==> src/verilog/bpadc_pkg.sv <==
package bpadc_pkg;
  // Port widths
  localparam int P0_W = 7;
  localparam int P0_LO_W = 4;
  localparam int P2_W = 8;
  localparam int ADC_W = 8;
  localparam int ADC_SEL_W = 3;
  // Reset values
  localparam logic [6:0] P0_DATA_RST = 7'h00;
  localparam logic [7:0] P2_DATA_RST = 8'h00;
  localparam logic [7:0] P2_DIR_RST = 8'h00;
  localparam logic [7:0] PULLUP_RST = 8'h00;
  localparam logic [7:0] ADC_RES_RST = 8'h00;
  // Conversion timing in system clock cycles
  localparam int ADC_MAX_CYC = 35;
  localparam int ADC_CONV_CYC = 32;

  typedef enum logic [1:0] {
    BPADC_IDLE = 2'b00,
    BPADC_CONV = 2'b01,
    BPADC_DONE = 2'b11
  } bpadc_state_t;

  typedef struct packed {
    logic [7:0] dout;
    logic [7:0] oe;
    logic [7:0] pullup_en;
  } bpadc_p2_drive_t;

  typedef struct packed {
    logic [6:0] dout;
    logic [6:0] oe;
  } bpadc_p0_drive_t;
endpackage

==> src/verilog/bpadc_top.sv <==
`timescale 1ns/1ns
`default_nettype none
module bpadc_top #(
  parameter bit REDUCED = 1'b0,
  parameter bit KEEP_LO = 1'b1,
  parameter int CONV_CYC = bpadc_pkg::ADC_CONV_CYC
) (
  // Clock and reset
  input wire logic mclk,
  input wire logic rst,
  // First port control
  input wire logic p0_lo_out,
  input wire logic p0_hi_out,
  input wire logic [6:0] p0_wdata,
  output logic [6:0] p0_rdata,
  // First port pins
  input wire logic [6:0] first_port_lines_i,
  output logic [6:0] first_port_lines_o,
  output logic [6:0] first_port_lines_oe,
  // Second port control
  input wire logic [7:0] p2_dir_out,
  input wire logic [7:0] p2_wdata,
  input wire logic [7:0] second_port_pullup_select,
  output logic [7:0] p2_rdata,
  // Second port pins
  input wire logic [7:0] second_port_lines_i,
  output logic [7:0] second_port_lines_o,
  output logic [7:0] second_port_lines_oe,
  output logic [7:0] second_port_pullup_en,
  // Converter
  input wire logic adc_start,
  input wire logic [2:0] adc_chan,
  input wire logic [7:0] adc_sample,
  output logic [2:0] adc_mux_sel,
  output logic [7:0] adc_result,
  output logic adc_busy,
  output logic adc_done
);
  // Done lands CONV_CYC + 1 cycles after start; must stay inside the limit
  if (CONV_CYC < 1 || CONV_CYC > bpadc_pkg::ADC_MAX_CYC - 2) begin : g_bad_conv
    $error("CONV_CYC out of range");
  end

  // Which first-port lines exist, and which carry a keeper
  wire logic [6:0] p0_present = REDUCED ? 7'h07 : 7'h7F;
  wire logic [6:0] p0_keep = {4'hF, {3{KEEP_LO}}} & p0_present;
  // Direction by group: one control for lines 0-3, one for 4-6
  wire logic [6:0] p0_dir = {{3{p0_hi_out}}, {4{p0_lo_out}}} & p0_present;

  // Three-stage pin synchronisers
  logic [6:0] p0_s1_r, p0_s2_r, p0_s3_r, p0_val_r;
  logic [7:0] p2_s1_r, p2_s2_r, p2_s3_r, p2_val_r;
  always_ff @(posedge mclk) begin
    p0_s1_r <= first_port_lines_i;
    p0_s2_r <= p0_s1_r;
    p0_s3_r <= p0_s2_r;
    p2_s1_r <= second_port_lines_i;
    p2_s2_r <= p2_s1_r;
    p2_s3_r <= p2_s2_r;
  end

  // Accept a change only once stages two and three agree
  genvar gi;
  generate
    for (gi = 0; gi < 8; gi++) begin : g_filt
      if (gi < 7) begin : g_p0
        always_ff @(posedge mclk) begin
          if (rst)
            p0_val_r[gi] <= 1'b0;
          else if (p0_s2_r[gi] == p0_s3_r[gi])
            p0_val_r[gi] <= p0_s3_r[gi];
        end
      end
      always_ff @(posedge mclk) begin
        if (rst)
          p2_val_r[gi] <= 1'b0;
        else if (p2_s2_r[gi] == p2_s3_r[gi])
          p2_val_r[gi] <= p2_s3_r[gi];
      end
    end
  endgenerate

  // Keeper drives back the last sensed level on undriven inputs
  wire logic [6:0] keep_drive = p0_keep & ~p0_dir;
  bpadc_pkg::bpadc_p0_drive_t p0_nxt, p0_r;
  assign p0_nxt.oe = p0_dir | keep_drive;
  assign p0_nxt.dout = (p0_dir & p0_wdata) | (keep_drive & p0_val_r);
  bpadc_pkg::bpadc_p2_drive_t p2_nxt, p2_r;
  assign p2_nxt.oe = p2_dir_out;
  assign p2_nxt.dout = p2_wdata & p2_dir_out;
  assign p2_nxt.pullup_en = second_port_pullup_select & ~p2_dir_out;

  always_ff @(posedge mclk) begin
    if (rst) begin
      p0_r <= '0;
      p2_r <= '0;
      p0_rdata <= bpadc_pkg::P0_DATA_RST;
      p2_rdata <= bpadc_pkg::P2_DATA_RST;
    end else begin
      p0_r <= p0_nxt;
      p2_r <= p2_nxt;
      p0_rdata <= p0_val_r & p0_present;
      p2_rdata <= p2_val_r;
    end
  end
  assign first_port_lines_o = p0_r.dout;
  assign first_port_lines_oe = p0_r.oe;
  assign second_port_lines_o = p2_r.dout;
  assign second_port_lines_oe = p2_r.oe;
  assign second_port_pullup_en = p2_r.pullup_en;

  // Converter sequencer; analog front end is outside this block
  bpadc_pkg::bpadc_state_t st_r, st_nxt;
  logic [5:0] cnt_r, cnt_nxt;
  logic [2:0] sel_r;
  wire logic start_ok = adc_start && st_r == bpadc_pkg::BPADC_IDLE;
  wire logic conv_end = st_r == bpadc_pkg::BPADC_CONV && cnt_r == 6'(CONV_CYC - 1);

  always_comb begin
    st_nxt = st_r;
    cnt_nxt = cnt_r;
    unique case (st_r)
      bpadc_pkg::BPADC_IDLE: begin
        cnt_nxt = 6'h00;
        if (adc_start)
          st_nxt = bpadc_pkg::BPADC_CONV;
      end
      bpadc_pkg::BPADC_CONV: begin
        cnt_nxt = cnt_r + 6'h01;
        if (conv_end)
          st_nxt = bpadc_pkg::BPADC_DONE;
      end
      bpadc_pkg::BPADC_DONE:
        st_nxt = bpadc_pkg::BPADC_IDLE;
      default:
        st_nxt = bpadc_pkg::BPADC_IDLE;
    endcase
  end

  always_ff @(posedge mclk) begin
    if (rst) begin
      st_r <= bpadc_pkg::BPADC_IDLE;
      cnt_r <= 6'h00;
      sel_r <= 3'h0;
      adc_mux_sel <= 3'h0;
      adc_result <= bpadc_pkg::ADC_RES_RST;
      adc_busy <= 1'b0;
      adc_done <= 1'b0;
    end else begin
      st_r <= st_nxt;
      cnt_r <= cnt_nxt;
      if (start_ok)
        sel_r <= adc_chan;
      adc_mux_sel <= start_ok ? adc_chan : sel_r;
      if (conv_end)
        adc_result <= adc_sample;
      adc_busy <= st_nxt == bpadc_pkg::BPADC_CONV;
      adc_done <= conv_end;
    end
  end

  property p_pullup_gate;
    @(posedge mclk) disable iff (rst)
      1'b1 |=> second_port_pullup_en == ($past(second_port_pullup_select) & ~$past(p2_dir_out));
  endproperty
  a_pullup_gate: assert property (p_pullup_gate) else $error("pull-up gating wrong");

  property p_out_no_pullup;
    @(posedge mclk) disable iff (rst)
      (second_port_lines_oe & second_port_pullup_en) == 8'h00;
  endproperty
  a_out_no_pullup: assert property (p_out_no_pullup) else $error("pull-up on output");

  property p_conv_time;
    @(posedge mclk) disable iff (rst)
      start_ok |-> ##[1:35] adc_done;
  endproperty
  a_conv_time: assert property (p_conv_time) else $error("conversion too slow");

  property p_reset_inputs;
    @(posedge mclk) rst |=> (second_port_lines_oe == 8'h00 && first_port_lines_oe == 7'h00
      && second_port_pullup_en == 8'h00);
  endproperty
  a_reset_inputs: assert property (p_reset_inputs) else $error("reset state wrong");

  property p_reduced;
    @(posedge mclk) disable iff (rst)
      REDUCED |-> first_port_lines_oe[6:3] == 4'h0;
  endproperty
  a_reduced: assert property (p_reduced) else $error("absent lines driven");

  property p_group_dir;
    @(posedge mclk) disable iff (rst)
      !REDUCED && !$past(rst) && $past(p0_hi_out) |-> first_port_lines_oe[6:4] == 3'h7;
  endproperty
  a_group_dir: assert property (p_group_dir) else $error("group direction wrong");

  property p_keeper;
    @(posedge mclk) disable iff (rst)
      !REDUCED && !$past(rst) && !$past(p0_hi_out) |->
        first_port_lines_oe[6:4] == 3'h7 && first_port_lines_o[6:4] == $past(p0_val_r[6:4]);
  endproperty
  a_keeper: assert property (p_keeper) else $error("keeper not holding");

  property p_p2_dir;
    @(posedge mclk) disable iff (rst)
      1'b1 |=> second_port_lines_oe == $past(p2_dir_out);
  endproperty
  a_p2_dir: assert property (p_p2_dir) else $error("second port direction wrong");

  property p_result;
    @(posedge mclk) disable iff (rst)
      conv_end |=> adc_result == $past(adc_sample);
  endproperty
  a_result: assert property (p_result) else $error("result not stored");

  property p_mux;
    @(posedge mclk) disable iff (rst)
      start_ok |=> adc_mux_sel == $past(adc_chan);
  endproperty
  a_mux: assert property (p_mux) else $error("mux channel not taken");

  property p_mux_hold;
    @(posedge mclk) disable iff (rst)
      adc_busy |=> $stable(adc_mux_sel);
  endproperty
  a_mux_hold: assert property (p_mux_hold) else $error("mux channel changed");

  c_conv: cover property (@(posedge mclk) disable iff (rst) start_ok ##[1:35] adc_done);
  c_pullup: cover property (@(posedge mclk) disable iff (rst) second_port_pullup_en != 8'h00);
  c_p0_out: cover property (@(posedge mclk) disable iff (rst) first_port_lines_oe == 7'h7F);
endmodule
`default_nettype wire

==> config.mk <==
export PLATFORM = sky130hd
export DESIGN_NAME = bpadc_top
export DESIGN_NICKNAME = d
export VERILOG_FILES = /design/src/verilog/bpadc_pkg.sv /design/src/verilog/bpadc_top.sv
export SDC_FILE = /design/constraint.sdc
export NUM_CORES = 1
export LEC_CHECK = 0
export BUFFER_PORTS_ARGS = -buffer_cell sky130_fd_sc_hd__buf_2
export CAP_MARGIN = 10
export CORE_MARGIN = 5
export CORE_UTILIZATION = 48
export DETAILED_ROUTE_END_ITERATION = 10
export GPL_ROUTABILITY_DRIVEN = 1
export PLACE_DENSITY_LB_ADDON = 0.1
export SLEW_MARGIN = 20
export SYNTH_ARGS = -nofsm -noshare
export SYNTH_HDL_FRONTEND = slang
export SYNTH_SLANG_ARGS = --single-unit
==> constraint.sdc <==
create_clock -name mclk -period 1.48 [get_ports mclk]
set_input_delay 0.222 -clock mclk [delete_from_list [all_inputs] [get_ports mclk]]
set_output_delay 0.222 -clock mclk [all_outputs]
set_load 0.01 [all_outputs]
Word-level counts from Yosys, hierarchy flattened. Index checks and enable logic that the tools add are counted.

Bits in registers: 134. Logic and storage cells: 69.

$add $sub $neg: 1. Equality and inequality tests: 18. Muxes and demuxes: 4. Bitwise gates (word level): 8. Reduce and logical (&&, ||, !) cells: 4.

Operator list (count): AND 8 bit (2); == test 1 bit (15); AND 7 bit (2); bitwise OR 7 bit (2); one-hot mux 6 bit (2 select lines) (1); NOT 8 bit (1); NOT 7 bit (1); adder 6 x 1 -> 6 bit, second input constant (1); == test 6 x 5 -> 1 bit, second input constant (1); == test 2 x 1 -> 1 bit, second input constant (2); 2-to-1 mux 2 bit (2); one-hot mux 2 bit (2 select lines) (1); logical AND 1 bit (2); logical NOT 2 bit (1); nonzero test 2 bit (1).

Depth between registers and ports, before layout. Gate-level depths: netlist of the first run.

Depth after elaboration: 5. Depth in mapped cells: 5.

Worst setup path before layout of the first run. OpenSTA, ideal clock, no wires.

Path type: flip-flop to flip-flop. Start point: register cnt_r[0]. End point: register adc_result[0]. Library setup time: 72 ps. Data arrival time: 1223 ps. Data required time: 1408 ps. Setup slack: 185 ps. Stages on the path, launching flop included: 6. Buffers on the path: 1. Period minus slack after synthesis: 1295 ps. Cell sequence: dfxtp_1 > ha_1 > nand3b_1 > nor3_1 > buf_4 > mux2i_1.

Word-level cells in the longest chain between the ends: 2.

Ends and longest elaborated chain: from (decl) (line bpadc_top.sv:114) `logic [5:0] cnt_r, cnt_nxt;`; from (signal assigned) (line bpadc_top.sv:151) `cnt_r <= cnt_nxt;`; == test 6 x 5 -> 1 bit (line bpadc_top.sv:117) `wire logic conv_end = st_r == bpadc_pkg::BPADC_CONV && cnt_r == 6'(CONV_CYC - 1);`; logical AND 1 bit (line bpadc_top.sv:117); to (signal assigned) (line bpadc_top.sv:146) `adc_result <= bpadc_pkg::ADC_RES_RST;`; to (signal assigned) (line bpadc_top.sv:156) `adc_result <= adc_sample;`; to (decl) (line bpadc_top.sv:35) `output logic [7:0] adc_result,`.

No other way between the ends. A chain may end at the register's enable or synchronous reset.

Final worst setup path of the first run.
Start point: register cnt_r[0]. End point: register adc_result[1].

Same word-level chain as after synthesis.

==> results of run 1 <==
==> critical path, cell delays in order (launching register included) <==
cell,delay (ps)
dfxtp_2,360
ha_2,210
nand3b_1,140
nor3_2,170
buf_2,210
mux2i_1,180
==> per-stage QoR <==
| step | hold slack [ps] | setup slack (ps) | util [%] | area, sq um |
|---|---|---|---|---|
| floorplan | 250 | 185 | - | 3600 |
| global placement | 311 | 85.5 | 59.2 | 4320 |
| detailed placement | 312 | 55.8 | 59.2 | 4320 |
| CTS | 12.2 | 36.9 | 75.4 | 5500 |
| global route | 65.6 | 47.5 | 75.6 | 5520 |
| finish | 49.9 | 147 | 75.6 | 5520 |
==> synthesized netlist by cell type, drive strengths merged <==
library cell  instances  area, sq um
or4                   1         7.51
a21oi                17         85.1
ha                    1         12.5
nor2b                25          156
a31oi                 1         6.26
nor4                  2         12.5
nand4b                1         8.76
or3b                  1         8.76
nor3                  3         15.0
nand2                33          124
and2b                 1         7.51
a22oi                 1         7.51
and2                  8         50.1
clkbuf                2         7.51
o31ai                 1         7.51
o21ai                16         80.1
xor2                  1         8.76
dfxtp               128         2560
mux2i                19          190
nand3                 3         15.0
clkinv                1         3.75
buf                  15         86.3
nor2                 14         52.6
nand3b                1         7.51
nor3b                10         80.1
==> flip-flops by register name, summed over array words and instances, names as in the netlist, 8 cells and up <==
signal,flops
p2_val_r,8
p2_rdata,8
p2_s1_r,8
p2_s2_r,8
second_port_lines_oe,8
second_port_lines_o,8
adc_result,8
p2_s3_r,8
second_port_pullup_en,8
==> placed cells by master (no fill, tap or decap), drive strengths merged, types with 2 or more instances in the layout <==
| cell type | netlist | final |
|---|---|---|
| nor3b | 10 | 10 |
| a21oi | 17 | 17 |
| clkbuf | 2 | 18 |
| nor4 | 2 | 2 |
| o21ai | 16 | 16 |
| buf | 15 | 133 |
| inv | 0 | 3 |
| nor2 | 14 | 14 |
| clkinv | 1 | 6 |
| mux2i | 19 | 19 |
| dfxtp | 128 | 128 |
| nor3 | 3 | 3 |
| and2 | 8 | 8 |
| nand2 | 33 | 33 |
| nor2b | 25 | 25 |
| nand3 | 3 | 3 |
| bufinv | 0 | 3 |
| dlygate4sd3 | 0 | 58 |
| clkinvlp | 0 | 3 |
==> cell type report <==
| class | instances | area (sq um) | area share (%) |
|---|---|---|---|
| Clock inverter | 14 | 183 | 3.31 |
| Tap cell | 99 | 124 | 2.25 |
| Clock buffer | 18 | 418 | 7.58 |
| Inverter | 1 | 3.75 | 0.0681 |
| Multi-Input combinational cell | 160 | 951 | 17.2 |
| Timing Repair Buffer | 191 | 1270 | 23.0 |
| Sequential cell | 128 | 2560 | 46.5 |
==> routing by layer <==
layer | wire (microns) | track usage (%)
met3 | 523 | 6.83
met2 | 3620 | 28.5
met1 | 3160 | 19.2
met4 | 97 | 7.45
met5 | 0 | 0
==> what timing repair did <==
action	CTS	global route
setup endpoints to repair	0	8
gates resized for setup	0	5
hold buffers	58	0
hold endpoints to repair	58	0
==> worst paths after layout <==
check,endpoint,start,slack (ps)
worst max-delay path,adc_result[1],cnt_r[0],150
worst min-delay path,first_port_lines_o[6],p0_hi_out,50
worst max register to register,adc_result[1],cnt_r[0],150
worst min register to register,p0_s2_r[0],p0_s1_r[0],330
==> power by group <==
part	switching [mW]	internal, mW	total [mW]
registers	0.0640	3.61	3.67
clock network	1.50	2.59	4.09
logic	0.198	0.279	0.477
total	1.77	6.48	8.24
==> kinds of logic after synthesis <==
family                   count (synthesis)  share of synthesized area, %
flip-flops                             128                          71.1
XOR/XNOR                                 1                         0.243
buffers and inverters                   18                          2.71
AO/OA/AOI/OAI                           36                          5.17
AND/OR/NAND/NOR                        103                          15.1
multiplexers                            19                          5.28
adder cells (fa/ha/maj)                  1                         0.347
==> results.sh, run 1 <==
export IMPL_finalCritPeriodShare_pct=90.1
export IMPL_die_y_microns=96.6
export IMPL_htree_levels=4
export IMPL_cts_setup_buffers=0
export IMPL_firstDrtPassIters=5
export IMPL_clkLatencyLatePin_ps=510
export IMPL_nets=562
export IMPL_antenna_found_initial=0
export IMPL_status="complete, no violations"
export IMPL_fin_tns_setup_ps=0
export IMPL_wirelength_mm=7.40
export IMPL_finalNonFillerCells=611
export IMPL_cap_violations=0
export IMPL_ff2ff_path_depth=5
export IMPL_hold_violations=0
export IMPL_wl_per_cell_microns=12.1
export IMPL_row_count=31
export IMPL_fin_skew_ps=13.6
export IMPL_grt_first_pass_wirelength_mm=13.0
export IMPL_drv_slew=0
export IMPL_drtIter0Drc=63
export IMPL_crit_fanout=4
export IMPL_max_freq_ghz=0.750
export IMPL_relSlewSlack_pct=76.0
export IMPL_synth_seq_cells=128
export IMPL_root_buffer="clkbuf_8"
export IMPL_postSynthAreaPerCell_sq_um=11.8
export IMPL_drtAntennaViolNets=0
export IMPL_setup_viol=0
export IMPL_vias=2757
export IMPL_worstPathArrival_ps=1770
export IMPL_total_power_mw=8.24
export IMPL_yosys_warnings=0
export IMPL_ys_seq_area_share_pct=71.1
export IMPL_clkSinkCount=128
export IMPL_layout_drive_gt1_share_pct=33.0
export IMPL_tightest_slew_ps=359
export IMPL_grt_max_degree=28
export IMPL_start_util_pct=49.4
export IMPL_pin_count=128
export IMPL_die_area_sq_um=9340
export IMPL_syn2layout_area_growth_pct=53.1
export IMPL_cts_buffer_depth=2
export IMPL_antenna_cells=0
export IMPL_portBuffers=127
export IMPL_drcViolationCount=0
export IMPL_power_leakage_nw=2.51
export IMPL_critPathRequiredTime_ps=1910
export IMPL_hpwl_mm=4.47
export IMPL_path_clk_slew_ps=60
export IMPL_grt_pass1_vias=2786
export IMPL_cts_tree="done"
export IMPL_fp_dieW_microns=96.6
export IMPL_gp_congestion=0.707
export IMPL_cts_made_buffers=17
export IMPL_grt_use_total_pct=17.1
export IMPL_critPathKind="register to register"
export IMPL_num_fill_cells=507
export IMPL_post_route_min_period_ps=1330
export IMPL_cp_end_kind="register"
export IMPL_worstSetupStartpointType="register"
export IMPL_overflow=0
export IMPL_syn_cell_area_sq_um=3600
export IMPL_peakVddDrop_mv=1.01
export IMPL_powerDensity_nw_per_um2=1490
export IMPL_hold_path_class="primary input to register"
export IMPL_synthDistinctLibCells=28
export IMPL_whs_path_depth=3
export IMPL_dp_cells=520
export IMPL_rsz0062_at_grt="no"
export IMPL_core_sq_um=7290
export IMPL_postSynthCellCount=306
export IMPL_vias_per_cell=4.51
export IMPL_syn_num_nets=369
No activity file was read; power rests on OpenSTA's default activity.
==> run 2: changes to the inputs <==
ABC_AREA = 1   (was unset)
CORE_UTILIZATION = 40   (was 48)
RECOVER_POWER = 100   (was unset)
==> run 2 against run 1 <==
Against the previous run: worst setup slack got worse by 40 ps; sequential cell count did not move; cell area grew 1.2%; clock skew decreased by 3.6 ps; global-route usage decreased by 2.5 points; via count increased by 7.7%; non-clock buffer count increased by 8; critical endpoint is now adc_result[7]; routed wire length grew 8.4%; hold slack lost 31 ps; first-iteration DRC count unchanged.
==> results.sh, run 2 <==
export IMPL_fin_tns_setup_ps=0
export IMPL_pin_count=128
export IMPL_min_to="first_port_lines_o[1]"
export IMPL_postSynthCellCount=366
export IMPL_cts_buffer_depth=2
export IMPL_wirelength_mm=8.02
export IMPL_firstDrtPassIters=4
export IMPL_drv_slew=0
export IMPL_peakVddDrop_mv=0.930
export IMPL_synth_top_area_share_pct=68.8
export IMPL_cts_made_buffers=17
export IMPL_post_route_min_period_ps=1370
export IMPL_portBuffers=127
export IMPL_hold_violations=0
export IMPL_post_place_ws_ps=76.2
export IMPL_grt_max_degree=45
export IMPL_setup_slack_ps=107
export IMPL_r2r_end="adc_result[7]"
export IMPL_antenna_cells=0
export IMPL_r2r_start="cnt_r[1]"
export IMPL_synthDistinctLibCells=26
export IMPL_yosys_warnings=0
export IMPL_synth_seq_cells=128
export IMPL_grt_first_pass_wirelength_mm=12.9
export IMPL_core_sq_um=9150
export IMPL_powerDensity_nw_per_um2=1470
export IMPL_mostFrequentLayoutCells="dfxtp_1, clkbuf_1, nor2_1, dlygate4sd3_1, buf_2"
export IMPL_total_power_mw=8.22
export IMPL_rsz0062_at_grt="no"
export IMPL_cts_tree="done"
export IMPL_worstPathArrival_ps=1810
export IMPL_finalCritPeriodShare_pct=92.8
export IMPL_overflow=0
export IMPL_drtAntennaViolNets=0
export IMPL_stdcell_area_sq_um=5580
export IMPL_row_count=35
export IMPL_post_route_util_pct=61.0
export IMPL_fp_dieW_microns=106
export IMPL_power_leakage_nw=2.43
export IMPL_synth_area_top_cells="dfxtp_1, nor2_1, o21ai_0, a21oi_1, nand2_1"
export IMPL_max_freq_ghz=0.728
export IMPL_synth_edf_count=0
export IMPL_cap_violations=0
export IMPL_multi_input_area_sq_um=921
export IMPL_gp_congestion=0.733
export IMPL_mostFrequentLayoutCell="dfxtp_1"
export IMPL_synth_async_reset_ratio_pct=0
export IMPL_dpl_cell_area_sq_um=4430
export IMPL_hold_start="p0_wdata[1]"
export IMPL_htree_levels=4
export IMPL_start_util_pct=40.7
export IMPL_vias=2970
export IMPL_die_y_microns=106
export IMPL_crit_fanout=10
export IMPL_clkSinkCount=128
export IMPL_worstSetupStartpointType="register"
export IMPL_path_clk_slew_ps=60
export IMPL_synthFlopType="dfxtp_1"
export IMPL_tightest_slew_ps=583
export IMPL_ys_seq_area_share_pct=68.8
export IMPL_layout_drive_gt1_share_pct=18.6
export IMPL_num_fill_cells=818
export IMPL_syn_num_nets=429
export IMPL_critPathKind="register to register"
export IMPL_wl_per_cell_microns=11.6
export IMPL_postSynthAreaPerCell_sq_um=10.2
export IMPL_vias_per_cell=4.29
export IMPL_drtIter0Drc=63
export IMPL_whs_ps=18.7
export IMPL_syn_cell_area_sq_um=3720
export IMPL_syn2layout_area_growth_pct=49.8
export IMPL_antenna_found_initial=0
export IMPL_synth_common_cells="dfxtp_1, nor2_1, nand2_1"
export IMPL_dp_cells=594
export IMPL_seq_area_sq_um=2560
export IMPL_yosysMostFrequentCell="dfxtp_1"
export IMPL_finalNonFillerCells=692
export IMPL_clkLatencyLatePin_ps=500
export IMPL_yosysTopAreaCell="dfxtp_1"
export IMPL_whs_path_depth=3
export IMPL_grt_use_total_pct=14.5
export IMPL_r2r_setup_slack_ps=110
export IMPL_die_area_sq_um=11300
export IMPL_setup_viol=0
export IMPL_relSlewSlack_pct=61.1
export IMPL_status="complete, no violations"
export IMPL_hold_path_class="primary input to register"
export IMPL_cp_end_kind="register"
export IMPL_root_buffer="clkbuf_8"
export IMPL_fin_skew_ps=9.92
export IMPL_drcViolationCount=0
export IMPL_hpwl_mm=5.06
export IMPL_nets=631
export IMPL_ff2ff_path_depth=7
export IMPL_grt_pass1_vias=2910
export IMPL_critPathRequiredTime_ps=1920
-- run 2: cell types whose count changed after synthesis, moves of 6 or more --
cell / previous run / this run
a21oi_1: 17 / 27
a21oi_2: 0 / 8
and2_1: 8 / 2
inv_1: 0 / 31
mux2i_1: 19 / 0
nand3b_1: 1 / 8
nor2_1: 14 / 73
nor2b_1: 25 / 0
nor3b_1: 9 / 0
o21ai_0: 16 / 28
-- run 2: layer usage --
| metal | vias up | global-route usage, % | wire length (microns) |
|---|---|---|---|
| li1 | 1554 | - | - |
| met1 | 1333 | 16.0 | 3460 |
| met2 | 78 | 26.0 | 4080 |
| met3 | 5 | 5.53 | 419 |
| met4 | 0 | 4.29 | 58 |
| met5 | - | 0 | 0 |
-- run 2: kinds of logic (layout without fill, tap and decap cells) --
logic type / after synthesis / count (layout) / synth area share [%]
AOI/OAI and AO/OA: 64 / 64 / 9.54
buffers and inverters: 49 / 264 / 6.45
adders and majority gates: 1 / 1 / 0.336
and+or+nand+nor: 124 / 124 / 14.9
DFF: 128 / 128 / 68.8
-- run 2: worst max-delay path, stage by stage (launching register included) --
cell and delay [ps]:
dfxtp_1 360, ha_1 250, nand3_4 120, nor2_8 200, buf_12 140, clkbuf_4 120, a21oi_2 40, nor2_1 80
-- run 2: repair_timing --
item | 4_1_cts | 5_1_grt
hold endpoints to repair | 46 | 0
hold buffers | 61 | 0
endpoints found under the setup margin | 0 | 1
setup buffers | 0 | 5
gates resized for setup | 0 | 0
-- run 2: final cells by class --
| cell class | instances | area share [%] |
|---|---|---|
| sequential | 128 | 45.9 |
| timing repair buffer | 199 | 22.3 |
| multi-input combinational | 189 | 16.5 |
| clock buffer | 18 | 7.49 |
| clock inverter | 14 | 3.05 |
| tap | 111 | 2.49 |
| inverter | 33 | 2.22 |
-- run 2: worst max path at each step --
stage / from / end / slack (ps) / cells past startpoint
final: cnt_r[1] / adc_result[7] / 110 / 7
after detailed placement: cnt_r[1] / adc_busy / 80 / 5
after global placement: cnt_r[0] / adc_busy / 130 / 5
after CTS: cnt_r[1] / adc_busy / 70 / 5
after global routing: cnt_r[0] / adc_result[7] / 20 / 7
after floorplan: cnt_r[0] / adc_result[5] / 270 / 7
-- run 2: where the power goes --
part           switching [mW]  total, mW  internal [mW]  leakage [nW]
registers              0.0640       3.67           3.61          1.06
clock network            1.59       4.05           2.46         0.283
logic                   0.242      0.499          0.257          1.08
total                    1.90       8.22           6.33          2.43
